--- src/core/pcse_pkg.sv ---
/*
 Package for the pump command sign and enable logic: widths, reset values
 and the carrier structs for control inputs and loop values.
 Assumes a single system clock and synchronous active-low reset.
*/
package pcse_pkg;
	// Width of the signed loop values.
	localparam int PCSE_DATA_W = 16;
	// Depth of the input synchroniser.
	localparam int PCSE_SYNC_STAGES = 2;
	// Reset value of the synchronised control inputs, all off.
	localparam logic [4:0] PCSE_CTRL_RST = 5'h00;
	// Reset value of the fault status output: error shown until known good.
	localparam logic PCSE_FAULT_RST = 1'h0;
	// Reset value of registered data outputs.
	localparam logic [PCSE_DATA_W-1:0] PCSE_DATA_RST = 16'h0000;

	// Raw isolated control inputs, packed in a fixed order.
	typedef struct packed {
		logic drive_enable_input;
		logic feedback_sign_input;
		logic command_sign_input;
		logic aux_sign_input;
		logic ramp_select_input;
	} pcse_ctrl_t;

	// Loop values arriving from the command and feedback path.
	typedef struct packed {
		logic signed [PCSE_DATA_W-1:0] ext_cmd;
		logic [PCSE_DATA_W-1:0] aux_cmd;
		logic signed [PCSE_DATA_W-1:0] feedback;
	} pcse_vals_t;
endpackage : pcse_pkg

--- src/core/pcse_top.sv ---
/*
 Control input and status output logic of a pump displacement controller.
 Isolated inputs gate and sign the command sum, sign the feedback and the
 auxiliary command, and select the ramp. Loop error flags drive the status.
 Assumes control inputs are asynchronous pins and values are on CLK_SYS.
 The loop values and the two loop error flags come from logic on the same
 clock, so they are registered once and reach the outputs one cycle later.
 The control pins pass a two-stage synchroniser first, so their effect on
 the outputs lags the pin change by three clock edges.
 Arithmetic wraps modulo two to the data width; nothing saturates here.
*/
`timescale 1ns/1ps
module pcse_top (
	// Clock and reset.
	input wire logic CLK_SYS,
	input wire logic RESET_N,
	// Isolated control pins.
	input wire pcse_pkg::pcse_ctrl_t CTRL_PINS,
	// Command and feedback values.
	input wire pcse_pkg::pcse_vals_t VALS,
	// Loop error flags.
	input wire logic PUMP_LOOP_ERR,
	input wire logic VALVE_LOOP_ERR,
	// Command sum, feedback and ramp control out.
	output logic signed [pcse_pkg::PCSE_DATA_W-1:0] CMD_SUM,
	output logic signed [pcse_pkg::PCSE_DATA_W-1:0] FEEDBACK_OUT,
	output logic RAMP_ENABLE,
	// Error status: high means no error.
	output logic FAULT_STATUS_OUTPUT
);
	import pcse_pkg::*;

	localparam int W = PCSE_DATA_W;

	// Two's complement negation, used on three paths.
	function automatic logic [W-1:0] neg_if(input logic [W-1:0] v, input logic n);
		neg_if = n ? W'(~v + 1'h1) : v;
	endfunction

	// Synchroniser stages for the five isolated control pins.
	// Only the second stage is decoded, so a metastable first stage never
	// reaches the sign or enable logic.
	logic [4:0] sync1_q;
	logic [4:0] sync2_q;
	pcse_ctrl_t ctrl;
	// Registered outputs; every data output leaves the block from a flip-flop.
	logic signed [W-1:0] cmd_sum_q;
	logic signed [W-1:0] fb_q;
	logic ramp_q;
	logic fault_q;

	// two stage sync
	// The first stage feeds only the second; the pins may change at any time.
	always_ff @(posedge CLK_SYS) begin
		if (!RESET_N) begin
			sync1_q <= PCSE_CTRL_RST;
			sync2_q <= PCSE_CTRL_RST;
		end else begin
			sync1_q <= CTRL_PINS;
			sync2_q <= sync1_q;
		end
	end
	assign ctrl = pcse_ctrl_t'(sync2_q);

	// aux sign first
	// The auxiliary negation is done before summing, so composes on top.
	wire [W-1:0] aux_signed = neg_if(VALS.aux_cmd, ctrl.aux_sign_input);
	wire [W-1:0] raw_sum = W'(VALS.ext_cmd + aux_signed);
	wire [W-1:0] signed_sum = neg_if(raw_sum, ctrl.command_sign_input);
	wire [W-1:0] cmd_sum_d = ctrl.drive_enable_input ? signed_sum : PCSE_DATA_RST;
	wire [W-1:0] fb_d = neg_if(VALS.feedback, ctrl.feedback_sign_input);
	wire fault_d = !(PUMP_LOOP_ERR || VALVE_LOOP_ERR);

	// Output registers. enable only gates the sum; feedback keeps running.
	always_ff @(posedge CLK_SYS) begin
		if (!RESET_N) begin
			cmd_sum_q <= PCSE_DATA_RST;
			fb_q <= PCSE_DATA_RST;
			ramp_q <= 1'h0;
			fault_q <= PCSE_FAULT_RST;
		end else begin
			cmd_sum_q <= cmd_sum_d;
			fb_q <= fb_d;
			ramp_q <= ctrl.ramp_select_input;
			fault_q <= fault_d;
		end
	end

	assign RAMP_ENABLE = ramp_q;
	assign CMD_SUM = cmd_sum_q;
	assign FEEDBACK_OUT = fb_q;
	assign FAULT_STATUS_OUTPUT = fault_q;

	// Checks on the registered outputs and the synchroniser stages. Each output
	// check looks one edge past the decoded control level or the loop error flags,
	// because every output sits behind a flip-flop.
	// Expected values are rebuilt from the raw inputs, not from the wires
	// above, so a slip in the selection logic shows up here.

	// enable gate
	// A low enable must leave a zero sum whatever the commands are.
	a_enable_gates_sum: assert property (
		@(posedge CLK_SYS) disable iff (!RESET_N)
		!ctrl.drive_enable_input |=> CMD_SUM == 0)
		else $error("sum not zero while disabled");

	// loops keep running
	// The feedback path must go on following its input while disabled.
	a_feedback_runs_on: assert property (
		@(posedge CLK_SYS) disable iff (!RESET_N)
		!ctrl.drive_enable_input && !ctrl.feedback_sign_input
		|=> FEEDBACK_OUT == $past(VALS.feedback))
		else $error("feedback stopped while disabled");

	// feedback sign
	// A high feedback sign must give the two's complement of the input.
	a_feedback_sign: assert property (
		@(posedge CLK_SYS) disable iff (!RESET_N)
		ctrl.feedback_sign_input |=> FEEDBACK_OUT == W'(-$past(VALS.feedback)))
		else $error("feedback not negated");

	// feedback passes
	// A low feedback sign must pass the value unchanged, enabled or not.
	a_feedback_passes: assert property (
		@(posedge CLK_SYS) disable iff (!RESET_N)
		!ctrl.feedback_sign_input |=> FEEDBACK_OUT == $past(VALS.feedback))
		else $error("feedback altered without sign");

	// sum sign
	// With only the command sign high the whole sum is negated.
	a_sum_sign: assert property (
		@(posedge CLK_SYS) disable iff (!RESET_N)
		ctrl.drive_enable_input && ctrl.command_sign_input && !ctrl.aux_sign_input
		|=> CMD_SUM == W'(-($past(VALS.ext_cmd) + $past(VALS.aux_cmd))))
		else $error("sum not negated");

	// sum passes
	// With both signs low the sum must pass as the plain addition.
	a_sum_passes: assert property (
		@(posedge CLK_SYS) disable iff (!RESET_N)
		ctrl.drive_enable_input && !ctrl.command_sign_input && !ctrl.aux_sign_input
		|=> CMD_SUM == W'($past(VALS.ext_cmd) + $past(VALS.aux_cmd)))
		else $error("sum altered without sign");

	// aux sign
	// Only the auxiliary term flips, the external command keeps its sign.
	a_aux_sign: assert property (
		@(posedge CLK_SYS) disable iff (!RESET_N)
		ctrl.drive_enable_input && !ctrl.command_sign_input && ctrl.aux_sign_input
		|=> CMD_SUM == W'($past(VALS.ext_cmd) - $past(VALS.aux_cmd)))
		else $error("aux not negated");

	// signs compose
	// Both signs high: the auxiliary term keeps its sign, the external one flips.
	a_signs_compose: assert property (
		@(posedge CLK_SYS) disable iff (!RESET_N)
		ctrl.drive_enable_input && ctrl.command_sign_input && ctrl.aux_sign_input
		|=> CMD_SUM == W'($past(VALS.aux_cmd) - $past(VALS.ext_cmd)))
		else $error("signs do not compose");

	// ramp select
	// The first edge after reset is skipped: the output was reset then,
	// whatever the decoded level was.
	a_ramp_follows: assert property (
		@(posedge CLK_SYS) disable iff (!RESET_N)
		$past(RESET_N) |-> RAMP_ENABLE == $past(ctrl.ramp_select_input))
		else $error("ramp select not followed");

	// ramp bypass
	// A low select must leave the ramp bypassed on the next edge.
	a_ramp_bypassed: assert property (
		@(posedge CLK_SYS) disable iff (!RESET_N)
		!ctrl.ramp_select_input |=> !RAMP_ENABLE)
		else $error("ramp on without select");

	// status good
	// No error on either loop must show a high status.
	a_status_good: assert property (
		@(posedge CLK_SYS) disable iff (!RESET_N)
		!PUMP_LOOP_ERR && !VALVE_LOOP_ERR |=> FAULT_STATUS_OUTPUT)
		else $error("status low without error");

	// status error
	// Either loop in error must pull the status low for the interlock.
	a_status_error: assert property (
		@(posedge CLK_SYS) disable iff (!RESET_N)
		PUMP_LOOP_ERR || VALVE_LOOP_ERR |=> !FAULT_STATUS_OUTPUT)
		else $error("status high with error");

	// first stage
	// The first stage must hold what the pins showed one edge earlier.
	a_sync_first: assert property (
		@(posedge CLK_SYS) disable iff (!RESET_N)
		$past(RESET_N) |-> sync1_q == $past(CTRL_PINS))
		else $error("first stage not loaded");

	// two stage sync
	// Both earlier edges must be out of reset, or a stage held its reset value.
	a_sync_delay: assert property (
		@(posedge CLK_SYS) disable iff (!RESET_N)
		$past(RESET_N, 2) && $past(RESET_N) |-> sync2_q == $past(CTRL_PINS, 2))
		else $error("sync not two stages");

	// enable from second stage
	// The gate must act on the synchronised level, never on the raw pin.
	a_gate_uses_sync: assert property (
		@(posedge CLK_SYS) disable iff (!RESET_N)
		!sync2_q[4] |=> CMD_SUM == 0)
		else $error("gate not on synchronised enable");
endmodule // pcse_top

--- config.mk ---
export PLATFORM = sky130hd
export DESIGN_NAME = pcse_top
export DESIGN_NICKNAME = d
export VERILOG_FILES = /design/src/core/pcse_pkg.sv /design/src/core/pcse_top.sv
export SDC_FILE = /design/constraint.sdc
export NUM_CORES = 1
export LEC_CHECK = 0
export BUFFER_PORTS_ARGS = -buffer_cell sky130_fd_sc_hd__buf_2
export CORE_MARGIN = 4
export CORE_UTILIZATION = 40
export DETAILED_ROUTE_END_ITERATION = 6
export MAX_ROUTING_LAYER = met4
export PLACE_DENSITY = 0.64
export SETUP_SLACK_MARGIN = 0.3
export SLEW_MARGIN = 20
export SYNTH_ARGS = -nofsm -noshare
export SYNTH_HDL_FRONTEND = slang
export SYNTH_SLANG_ARGS = --single-unit
--- constraint.sdc ---
create_clock -name CLK_SYS -period 12.52 [get_ports CLK_SYS]
set_clock_uncertainty 0.1 [all_clocks]
set_input_delay 1.878 -clock CLK_SYS [delete_from_list [all_inputs] [get_ports CLK_SYS]]
set_output_delay 1.878 -clock CLK_SYS [all_outputs]
set_load 0.005 [all_outputs]
==> results.txt, run 1 <==
----------------------------------------------------
[Global route]
  Number of antenna violations at the first check in global routing ... 0
  Overall Global Routing Usage ... 15.27%
  First-pass GRT wire length ... around 11,000 µm
  Number of global-route vias before repair ... 2,402
  Maximum number of pins on one net before global-route repair ... 32
  Aggregate global routing overflow ... 0

[Worst hold path]
  Hold Crit Endpoint ... ctrl[0]
  Hold Path Stages ... 1
  Worst min path class ... reg2reg
  Launch instance of the worst min-delay path ... sync1_q[0]

[Floorplanning]
  Initial standard-cell utilization of the core ... 40.88%
  Ports placed on the boundary ... 91
  Overall die height ... 93.87 µm
  Die footprint ... 8811 µm²
  Floorplan row count ... 31
  Chip width ... 93.87 µm
  Core area ... 7214 µm²

[Final layout]
  Synthesis-to-layout area growth ... 21.38%
  Diode insertion count for antenna repair ... 0
  Utilization after layout ... about 50%
  Fraction of final layout cells sized beyond drive strength 1 ... 24.94%
  NumNets Final ... 510

[Route]
  DRT Wirelength ... 6553 µm
  First-iteration detailed-routing DRC count ... 131
  Total vias in the final route ... ~2,600
  Router iterations before antenna repair ... 4
  Count of antenna-violating nets left after detailed routing ... 0
  Vias per std cell ... 4.938
  DRC ... 0
  Routed length per instance ... roughly 12 µm

[Synth]
  Yosys top cell by area ... dfxtp_1
  Share of synthesized area occupied by flip-flops and latches ... between 20% and 30%
  Post-Synthesis Net Count ... 423
  Number of synthesized register bits ... 44
  Area share of the largest cell type after synthesis ... 29.87%
  Main flop type after synthesis ... dfxtp_1
  Most frequent cells after synthesis ... dfxtp_1 (44), xnor2_1 (39), and2_1 (26)
  Proportion of register bits with asynchronous set or reset after synthesis ... 0%
  Netlist Area Pre-Place ... between 2000 and 3000 µm²
  Number of instances in the synthesized netlist ... 345
  Number of enable-type register cells in the synthesized netlist ... 0
  Count leader, synth ... dfxtp_1
  Netlist cell types ... 52
  Number of warnings issued by yosys ... 0
  Synthesized area per cell ... about 8.5 µm²
  Cells taking the most area after synthesis ... dfxtp_1 (30%), xnor2_1 (12%), ha_1 (8.5%)

[Worst setup path]
  CP max stage delay ... 0.56 ns
  Required time of the critical path ... 12.64 ns
  FF-to-FF Start ... ctrl[1]
  Maximum fanout encountered on the critical timing path ... 5
  Buffers and inverters on the worst path ... 2
  Type of origin of the critical path ... primary input
  Chain of cells forming the critical path ... buf_2, or4_4, or3_4, or4_2, o21ai_0, xnor2_1, ha_1, inv_1, or4_1, o311a_1, and4_2, a2111oi_2, o21bai_2
  Data arrival time of the critical path ... 5.62 ns
  Setup Crit Path Kind ... in2reg
  Standard cell with the maximum stage delay on the critical path ... or4_2
  Critical Path End Type ... flip-flop
  Family of cells with the greatest summed delay on the critical path ... simple AND/OR/NAND/NOR gates
  Worst R2R Path Depth ... 11
  R2R Setup Slk ... 8.59 ns
  FF-to-FF End ... CMD_SUM[15]
  Stages on worst setup path ... 13

[Placed design]
  Routability congestion estimate ... roughly 0.84
  Buffers on Ports ... 90
  Half-perimeter wire length of the detailed placement result ... roughly 5300 µm

[STA]
  Slew @ Worst Pin ... 0.6060 ns
  Final-report setup violation count ... 0
  Number of pins with negative max-slew slack in the final report ... 0
  Tcrit/Tclk final ... a little over two fifths
  Unrepaired setup endpoints after global routing ... no
  Post-route minimum period ... ~5.5 ns
  Setup TNS ... 0 ns
  Hold violation total from the final report ... 0
  Max transition margin ... 59.31%
  Achievable Freq ... ~180 MHz

[Clock tree]
  # Post-CTS Setup Buffers ... 0
  Buffer cell driving the clock tree root ... clkbuf_8
  Resize count post-CTS ... 0
  TritonCTS sink count ... 44
  H-tree depth reported by CTS ... 2
  Number of buffers between clock root and the deepest sink ... 2
  Hold buffer count at CTS ... 0
  Clk_lat worst skew ... 0.28 ns
  Clock transition at the registers of the reported paths ... 0.07 ns
  Clock tree from TritonCTS ... built
  Num CTS Buffers ... 5

[Run status]
  Outcome ... complete, no violations

[Power]
  Standby leakage power ... ~1.5 nW
  Power Dens Cells ... 101.6 nW/µm²
  Peak supply drop ... 0.07113 mV

[Job]
  Max capacitance violation total ... 0

----------------------------------------------------
==> per-layer routing <==
layer,vias to the layer above,wire (µm),GRT usage [%]
met2,57,2957,23.71
met3,4,264,2.965
met4,0,24,2.527
met5,-,0,-
li1,1408,-,-
met1,1158,3307,20.99
==> through the flow <==
| stage | power (mW) | instance area (µm²) | hold WS (ns) | setup WS (ns) | cells |
|---|---|---|---|---|---|
| after floorplan | 0.2433 | 2949 | 0.3119 | 7.031 | 345 |
| after global placement | 0.2771 | 3486 | 0.3150 | 6.780 | 524 |
| after detailed placement | 0.2786 | 3486 | 0.3211 | 6.719 | 524 |
| after CTS | 0.3685 | 3580 | 0.3383 | 7.020 | 532 |
| after global routing | 0.3927 | 3580 | 0.3541 | 6.810 | 532 |
| final | 0.3637 | 3580 | 0.3348 | 7.018 | 532 |
==> worst max path at each step <==
stage | start | endpoint | slack (ns)
finish | VALS[20] | CMD_SUM[15] | 7.02
global route | VALS[17] | CMD_SUM[15] | 6.81
CTS | VALS[20] | CMD_SUM[15] | 7.02
detailed placement | VALS[20] | CMD_SUM[15] | 6.72
global placement | VALS[22] | CMD_SUM[15] | 6.78
floorplan | VALS[22] | CMD_SUM[15] | 7.03
==> area by class of cell <==
type                       instances  area, µm²
tap                               99      123.9
sequential                        44      880.8
clock inverter                     1      7.507
multi-input combinational        278       1982
inverter                          13      48.80
fill                             754       3635
clock buffer                       7      86.33
timing repair buffer              90      450.4
==> power by group <==
group	internal, mW	total [mW]	switching, mW
registers	0.147	0.150	0.00299
logic	0.0563	0.126	0.0692
clock network	0.0448	0.0883	0.0435
==> registers in the layout (all words and copies together), names as in the netlist <==
signal / cells
CMD_SUM: 16
FEEDBACK_OUT: 16
ctrl: 5
sync1_q: 5
FAULT_STATUS_OUTPUT: 1
RAMP_ENABLE: 1
==> placed cells by master (no fill, tap or decap), types with 2 or more instances in the layout <==
| master | synthesis | routed |
|---|---|---|
| xnor2_1 | 39 | 39 |
| a2111oi_0 | 2 | 2 |
| o21bai_1 | 2 | 2 |
| o21a_1 | 2 | 2 |
| o31ai_1 | 12 | 12 |
| nor4_1 | 4 | 4 |
| o41ai_1 | 5 | 5 |
| nand3_1 | 10 | 10 |
| buf_2 | 0 | 90 |
| and2_1 | 26 | 26 |
| nor3_1 | 3 | 3 |
| a31oi_1 | 3 | 3 |
| xor2_1 | 10 | 10 |
| clkbuf_8 | 0 | 6 |
| o21ai_1 | 2 | 2 |
| o211a_1 | 2 | 2 |
| nor2_1 | 25 | 25 |
| a21boi_0 | 2 | 2 |
| or3_1 | 6 | 6 |
| nand2b_1 | 6 | 6 |
| or4_1 | 3 | 3 |
| mux2i_1 | 2 | 2 |
| ha_1 | 20 | 20 |
| nor2b_1 | 6 | 6 |
| a21o_1 | 5 | 5 |
| or4_4 | 2 | 2 |
| a221oi_1 | 2 | 2 |
| o21ai_0 | 21 | 21 |
| a21oi_1 | 11 | 11 |
| nand4_1 | 4 | 4 |
| o211ai_1 | 3 | 3 |
| a211o_1 | 2 | 2 |
| nand2_1 | 18 | 18 |
| inv_1 | 13 | 13 |
| a211oi_1 | 2 | 2 |
| dfxtp_1 | 44 | 44 |
==> logic make-up after synthesis <==
family	count (synthesis)	share of synthesized area (%)
AOI/OAI and AO/OA	84	20.07
xor gates and xnor gates	49	14.55
adders and majority gates	21	9.164
buffers and inverters	23	2.927
DFF	44	29.87
muxes	2	0.6789
and+or+nand+nor	122	22.74
No activity file was read; power rests on OpenSTA's default activity.
==> run 2: changes to the inputs <==
--- a/config.mk
+++ b/config.mk
@@ -10,7 +10,7 @@
 export CORE_UTILIZATION = 40
 export DETAILED_ROUTE_END_ITERATION = 6
 export MAX_ROUTING_LAYER = met4
-export PLACE_DENSITY = 0.64
+export PLACE_DENSITY = 0.66
 export SETUP_SLACK_MARGIN = 0.3
 export SLEW_MARGIN = 20
 export SYNTH_ARGS = -nofsm -noshare
==> constraint.sdc (replaced) <==
create_clock -name CLK_SYS -period 4.8 [get_ports CLK_SYS]
set_clock_uncertainty 0.1 [all_clocks]
set_input_delay 0.72 -clock CLK_SYS [delete_from_list [all_inputs] [get_ports CLK_SYS]]
set_output_delay 0.72 -clock CLK_SYS [all_outputs]
set_load 0.005 [all_outputs]
==> results.txt, run 2 (synthesis gave the netlist of run 1 again) <==
----------------------------------------------------
[Clock tree]
  Clock tree from TritonCTS ... built
  Hold buffer count at CTS ... 0
  Buffer cell driving the clock tree root ... clkbuf_8
  H-tree depth reported by CTS ... 2
  Num CTS Buffers ... 5
  Clock transition at the registers of the reported paths ... 0.07 ns
  Number of buffers between clock root and the deepest sink ... 2
  Clk_lat worst skew ... 0.28 ns
  TritonCTS sink count ... 44

[Worst setup path]
  Maximum fanout encountered on the critical timing path ... 7
  Type of origin of the critical path ... primary input
  Setup Crit Path Kind ... in2reg
  Required time of the critical path ... 4.92 ns
  Data arrival time of the critical path ... 4.49 ns
  Critical Path End Type ... flip-flop

[Power]
  Power Dens Cells ... 281.1 nW/µm²
  Sequential power share ... 38.3%
  Switching power of the nets ... between 300 and 400 µW
  Standby leakage power ... 1.561 nW
  Peak supply drop ... about 0.17 mV
  Proportion of total power due to net switching ... 29.83%
  Clk network pwr share ... slightly below 30%
  Internal power of the cells ... just over 700 µW
  Share of power burned in combinational logic ... 32.7%

[Run status]
  Outcome ... complete, no violations

[Final layout]
  Filler Cell Count ... 739
  Post-layout instance count excluding filler cells ... ~530
  Most common cell after layout, fill and taps aside ... buf_2
  Diode insertion count for antenna repair ... 0
  Most frequent cells in the layout ... buf_2 (90), dfxtp_1 (44), xnor2_1 (39)
  NumNets Final ... 510
  Fraction of final layout cells sized beyond drive strength 1 ... 26.10%
  Synthesis-to-layout area growth ... 23.12%

[Floorplanning]
  Core area ... approximately 7000 µm²
  Ports placed on the boundary ... 91
  Overall die height ... 93.87 µm
  Die footprint ... 8811 µm²
  Floorplan row count ... 31
  Initial standard-cell utilization of the core ... 40.88%
  Chip width ... 93.87 µm

[STA]
  Achievable Freq ... 228.9 MHz
  Number of pins with negative max-slew slack in the final report ... 0
  Tcrit/Tclk final ... between 90% and 100%
  Max transition margin ... 60.76%
  Setup TNS ... 0 ns
  Post-route minimum period ... 4.368 ns
  Final-report setup violation count ... 0
  Slew @ Worst Pin ... between 0.5 and 0.6 ns
  Unrepaired setup endpoints after global routing ... no
  Hold violation total from the final report ... 0

[Global route]
  Global-route layer with the greatest usage ... met2
  First-pass GRT wire length ... 10,760 µm
  Number of global-route vias before repair ... 2,460
  Overall Global Routing Usage ... 15.49%
  M3 GR Usage ... 3.045%
  Maximum number of pins on one net before global-route repair ... 32
  Number of antenna violations at the first check in global routing ... 0
  Met1 usage in global routing ... between 10% and 20%
  Global Route met2 Usage ... 25.49%
  Aggregate global routing overflow ... 0

[Route]
  Routed length per instance ... ~13 µm
  DRC ... 0
  DRT Wirelength ... roughly 6700 µm
  Count of antenna-violating nets left after detailed routing ... 0
  Total vias in the final route ... roughly 2,700
  Vias per std cell ... 5.090
  First-iteration detailed-routing DRC count ... 96
  Router iterations before antenna repair ... 4

[Placed design]
  Buffers on Ports ... 90
  Half-perimeter wire length of the detailed placement result ... 5431 µm
  Routability congestion estimate ... about 0.82
  # placed instances ... 524

[Job]
  Max capacitance violation total ... 0

[Worst hold path]
  Worst min path class ... reg2reg

----------------------------------------------------
==> run 2: area by class of cell <==
| class | count | area [µm²] | share of cell area (%) |
|---|---|---|---|
| multi-input combinational | 278 | 2001 | 55.10 |
| sequential | 44 | 880.8 | 24.26 |
| timing repair buffer | 90 | 450.4 | 12.41 |
| tap | 99 | 123.9 | 3.411 |
| clock buffer | 7 | 96.34 | 2.653 |
| inverter | 13 | 48.80 | 1.344 |
| clock inverter | 1 | 30.03 | 0.8270 |
==> run 2: timing repair <==
action | CTS | global route
gates resized for setup | 0 | 5
endpoints found under the setup margin | 0 | 1
setup buffers | 0 | 0
==> run 2: path summary, 6_finish.rpt <==
check / startpoint / to / slack (ns) / cells past startpoint
setup / recovery: VALS[22] / CMD_SUM[15] / 0.43 / 14
hold / removal: sync1_q[3] / ctrl[3] / 0.33 / 1
setup reg to reg: ctrl[1] / CMD_SUM[15] / 1.08 / 11
hold reg to reg: sync1_q[3] / ctrl[3] / 0.33 / 1
==> run 2: critical path, stage by stage <==
cell and delay [ns]:
buf_2 0.11, or4_4 0.54, or3_4 0.36, or4_4 0.52, nand2_1 0.10, xnor2_1 0.13
ha_2 0.34, a21o_1 0.21, a31oi_2 0.18, nand2_1 0.11, or4_4 0.43, and4_2 0.25
a2111oi_2 0.33, o21bai_2 0.16
==> run 2: power by group through the flow <==
stage               Clock (mW)  Sequential (mW)  Combinational (mW)
floorplan                    0            0.399               0.236
global placement             0            0.399               0.323
detailed placement           0            0.400               0.327
CTS                      0.306            0.391               0.329
global route             0.320            0.393               0.376
finish                   0.296            0.391               0.334
==> run 2: through the flow <==
stage / worst slack [ns] / utilization (%) / instance area, µm² / total power [mW] / hold slack, ns
floorplan: 0.4691 / - / 2949 / 0.6346 / 0.3119
global placement: 0.2201 / 48.32 / 3486 / 0.7219 / 0.3148
detailed placement: 0.1272 / 48.32 / 3486 / 0.7272 / 0.3203
CTS: 0.4379 / 50.07 / 3612 / 1.027 / 0.3400
global route: 0.2895 / 50.33 / 3631 / 1.089 / 0.3450
finish: 0.4319 / 50.33 / 3631 / 1.021 / 0.3349
==> run 2: per-layer routing <==
metal	vias up	wire length [µm]
met4	0	60
met2	78	3171
met3	8	410
met1	1215	3049
met5	-	0
li1	1407	-
==> run 3: changes to the inputs <==
--- a/config.mk
+++ b/config.mk
@@ -11,6 +11,7 @@
 export DETAILED_ROUTE_END_ITERATION = 6
 export MAX_ROUTING_LAYER = met4
 export PLACE_DENSITY = 0.66
+export REMOVE_ABC_BUFFERS = 1
 export SETUP_SLACK_MARGIN = 0.3
 export SLEW_MARGIN = 20
 export SYNTH_ARGS = -nofsm -noshare
==> results.txt, run 3 (synthesis gave the netlist of run 1 again) <==
----------------------------------------------------
[Run status]
  Outcome ... complete, no violations

[Power]
  Power Dens Cells ... ~260 nW/µm²
  Standby leakage power ... about 1.5 nW
  Peak supply drop ... 0.1466 mV

[STA]
  Max transition margin ... 56.03%
  Final-report setup violation count ... 0
  Final worst setup slack ... 0.5037 ns
  Tcrit/Tclk final ... 89.51%
  Unrepaired setup endpoints after global routing ... no
  Worst slack on hold paths ... about 0.34 ns
  Number of pins with negative max-slew slack in the final report ... 0
  Hold violation total from the final report ... 0
  Slew @ Worst Pin ... 0.6548 ns
  Achievable Freq ... 232.8 MHz
  Post-route minimum period ... between 4 and 5 ns
  Setup TNS ... 0 ns

[Placed design]
  # placed instances ... 524
  Post-place setup slack ... ~0.16 ns
  Half-perimeter wire length of the detailed placement result ... 5212 µm
  Buffers on Ports ... 90
  Routability congestion estimate ... between 0.9 and 1

[Global route]
  Number of antenna violations at the first check in global routing ... 0
  Number of global-route vias before repair ... between 2,000 and 2,500
  Overall Global Routing Usage ... 15.20%
  Aggregate global routing overflow ... 0
  First-pass GRT wire length ... 10,700 µm
  Maximum number of pins on one net before global-route repair ... 32

[Floorplanning]
  Initial standard-cell utilization of the core ... 40.88%
  Die footprint ... 8811 µm²
  Ports placed on the boundary ... 91
  Overall die height ... roughly 94 µm
  Chip width ... 93.87 µm
  Core area ... 7214 µm²
  Floorplan row count ... 31

[Worst setup path]
  Setup Crit Path Kind ... in2reg
  R2R Setup Slk ... 0.97 ns
  CP max stage delay ... 0.52 ns
  FF-to-FF Start ... ctrl[1]
  Launching instance or port of the critical path ... VALS[20]
  Chain of cells forming the critical path ... buf_2, or4_4, or3_4, or4_4, nand2_1, xnor2_1, ha_2, a21o_1, a31oi_2, nand2_1, or4_1, and4_2, a2111oi_2, o21bai_2
  Standard cell with the maximum stage delay on the critical path ... or4_4
  Critical Path End Type ... flip-flop
  Type of origin of the critical path ... primary input
  Worst R2R Path Depth ... 11
  Required time of the critical path ... 4.92 ns
  Data arrival time of the critical path ... 4.42 ns
  Buffers and inverters on the worst path ... 1
  Maximum fanout encountered on the critical timing path ... 7
  Family of cells with the greatest summed delay on the critical path ... simple AND/OR/NAND/NOR gates
  Stages on worst setup path ... 14
  Capture point of the worst path ... CMD_SUM[15]
  FF-to-FF End ... CMD_SUM[15]

[Final layout]
  Filler Cell Count ... 739
  Utilization after layout ... 49.77%
  NumNets Final ... 510
  Diode insertion count for antenna repair ... 0
  Most common cell after layout, fill and taps aside ... buf_2
  Fraction of final layout cells sized beyond drive strength 1 ... approximately a quarter
  Most frequent cells in the layout ... buf_2 (90), dfxtp_1 (44), xnor2_1 (39)
  Post-layout instance count excluding filler cells ... 532
  Synthesis-to-layout area growth ... 21.76%

[Clock tree]
  Clock tree from TritonCTS ... built
  Number of buffers between clock root and the deepest sink ... 2
  Clock transition at the registers of the reported paths ... about 0.070 ns
  H-tree depth reported by CTS ... 2
  # Post-CTS Setup Buffers ... 0
  Clk_lat worst skew ... 0.29 ns
  Buffer cell driving the clock tree root ... clkbuf_8
  Num CTS Buffers ... 5
  TritonCTS sink count ... 44

[Route]
  Router iterations before antenna repair ... 4
  Count of antenna-violating nets left after detailed routing ... 0
  DRT Wirelength ... ~6400 µm
  DRC ... 0
  Vias per std cell ... ~5
  First-iteration detailed-routing DRC count ... between 80 and 90
  Total vias in the final route ... 2,648
  Routed length per instance ... 12.09 µm

[Worst hold path]
  Worst min path class ... reg2reg

[Job]
  Max capacitance violation total ... 0

----------------------------------------------------
-- run 3: report_power, final --
group          internal [mW]  switching (mW)  total, mW
combinational          0.148           0.179      0.327
clock                  0.117           0.116      0.233
sequential             0.383         0.00789      0.391
total                  0.648           0.303      0.951
-- run 3: metal layers --
| layer | vias up | GRT usage (%) | wire (µm) |
|---|---|---|---|
| met4 | 0 | 4.452 | 106 |
| met3 | 11 | 3.045 | 223 |
| li1 | 1401 | - | - |
| met5 | - | - | 0 |
| met1 | 1191 | 18.26 | 2907 |
| met2 | 45 | 25.78 | 3195 |
-- run 3: how the worst min path moves through the flow --
stage | startpoint | end | slack, ns | depth (start not counted)
floorplan | ctrl[0] | RAMP_ENABLE | 0.31 | 1
global placement | sync1_q[3] | ctrl[3] | 0.31 | 1
detailed placement | sync1_q[2] | ctrl[2] | 0.32 | 1
CTS | ctrl[0] | RAMP_ENABLE | 0.34 | 1
global route | sync1_q[0] | ctrl[0] | 0.36 | 1
finish | ctrl[0] | RAMP_ENABLE | 0.34 | 1
-- run 3: area by class of cell --
class	count	area, µm²	share of cell area, %
clock buffers	8	90.09	2.509
inverters	13	48.80	1.359
multi-input cells	278	1997	55.61
flip-flops and latches	44	880.8	24.53
well taps	99	123.9	3.449
repair buffers	90	450.4	12.54
-- run 3: through the flow --
step | total power [mW] | cell area [µm²]
floorplan | 0.6319 | 2912
finish | 0.9510 | 3591
CTS | 0.9612 | 3576
global placement | 0.7198 | 3486
global route | 1.028 | 3591
detailed placement | 0.7235 | 3486
-- run 3: worst register-to-register path, stage by stage, from the launching register on --
cell and delay (ns):
dfxtp_1 0.65, o41ai_1 0.20, xnor2_1 0.17, ha_1 0.38
a2111oi_0 0.40, o21ai_0 0.21, a221oi_1 0.48, o21ai_0 0.24
xnor2_1 0.22, and4_2 0.22, a2111oi_2 0.34, o21bai_2 0.16
-- run 3: what timing repair did --
| action | 4_1_cts | 5_1_grt |
|---|---|---|
| resized for setup | 0 | 4 |
| setup endpoints to repair | 0 | 1 |
| hold buffers | 0 | 0 |
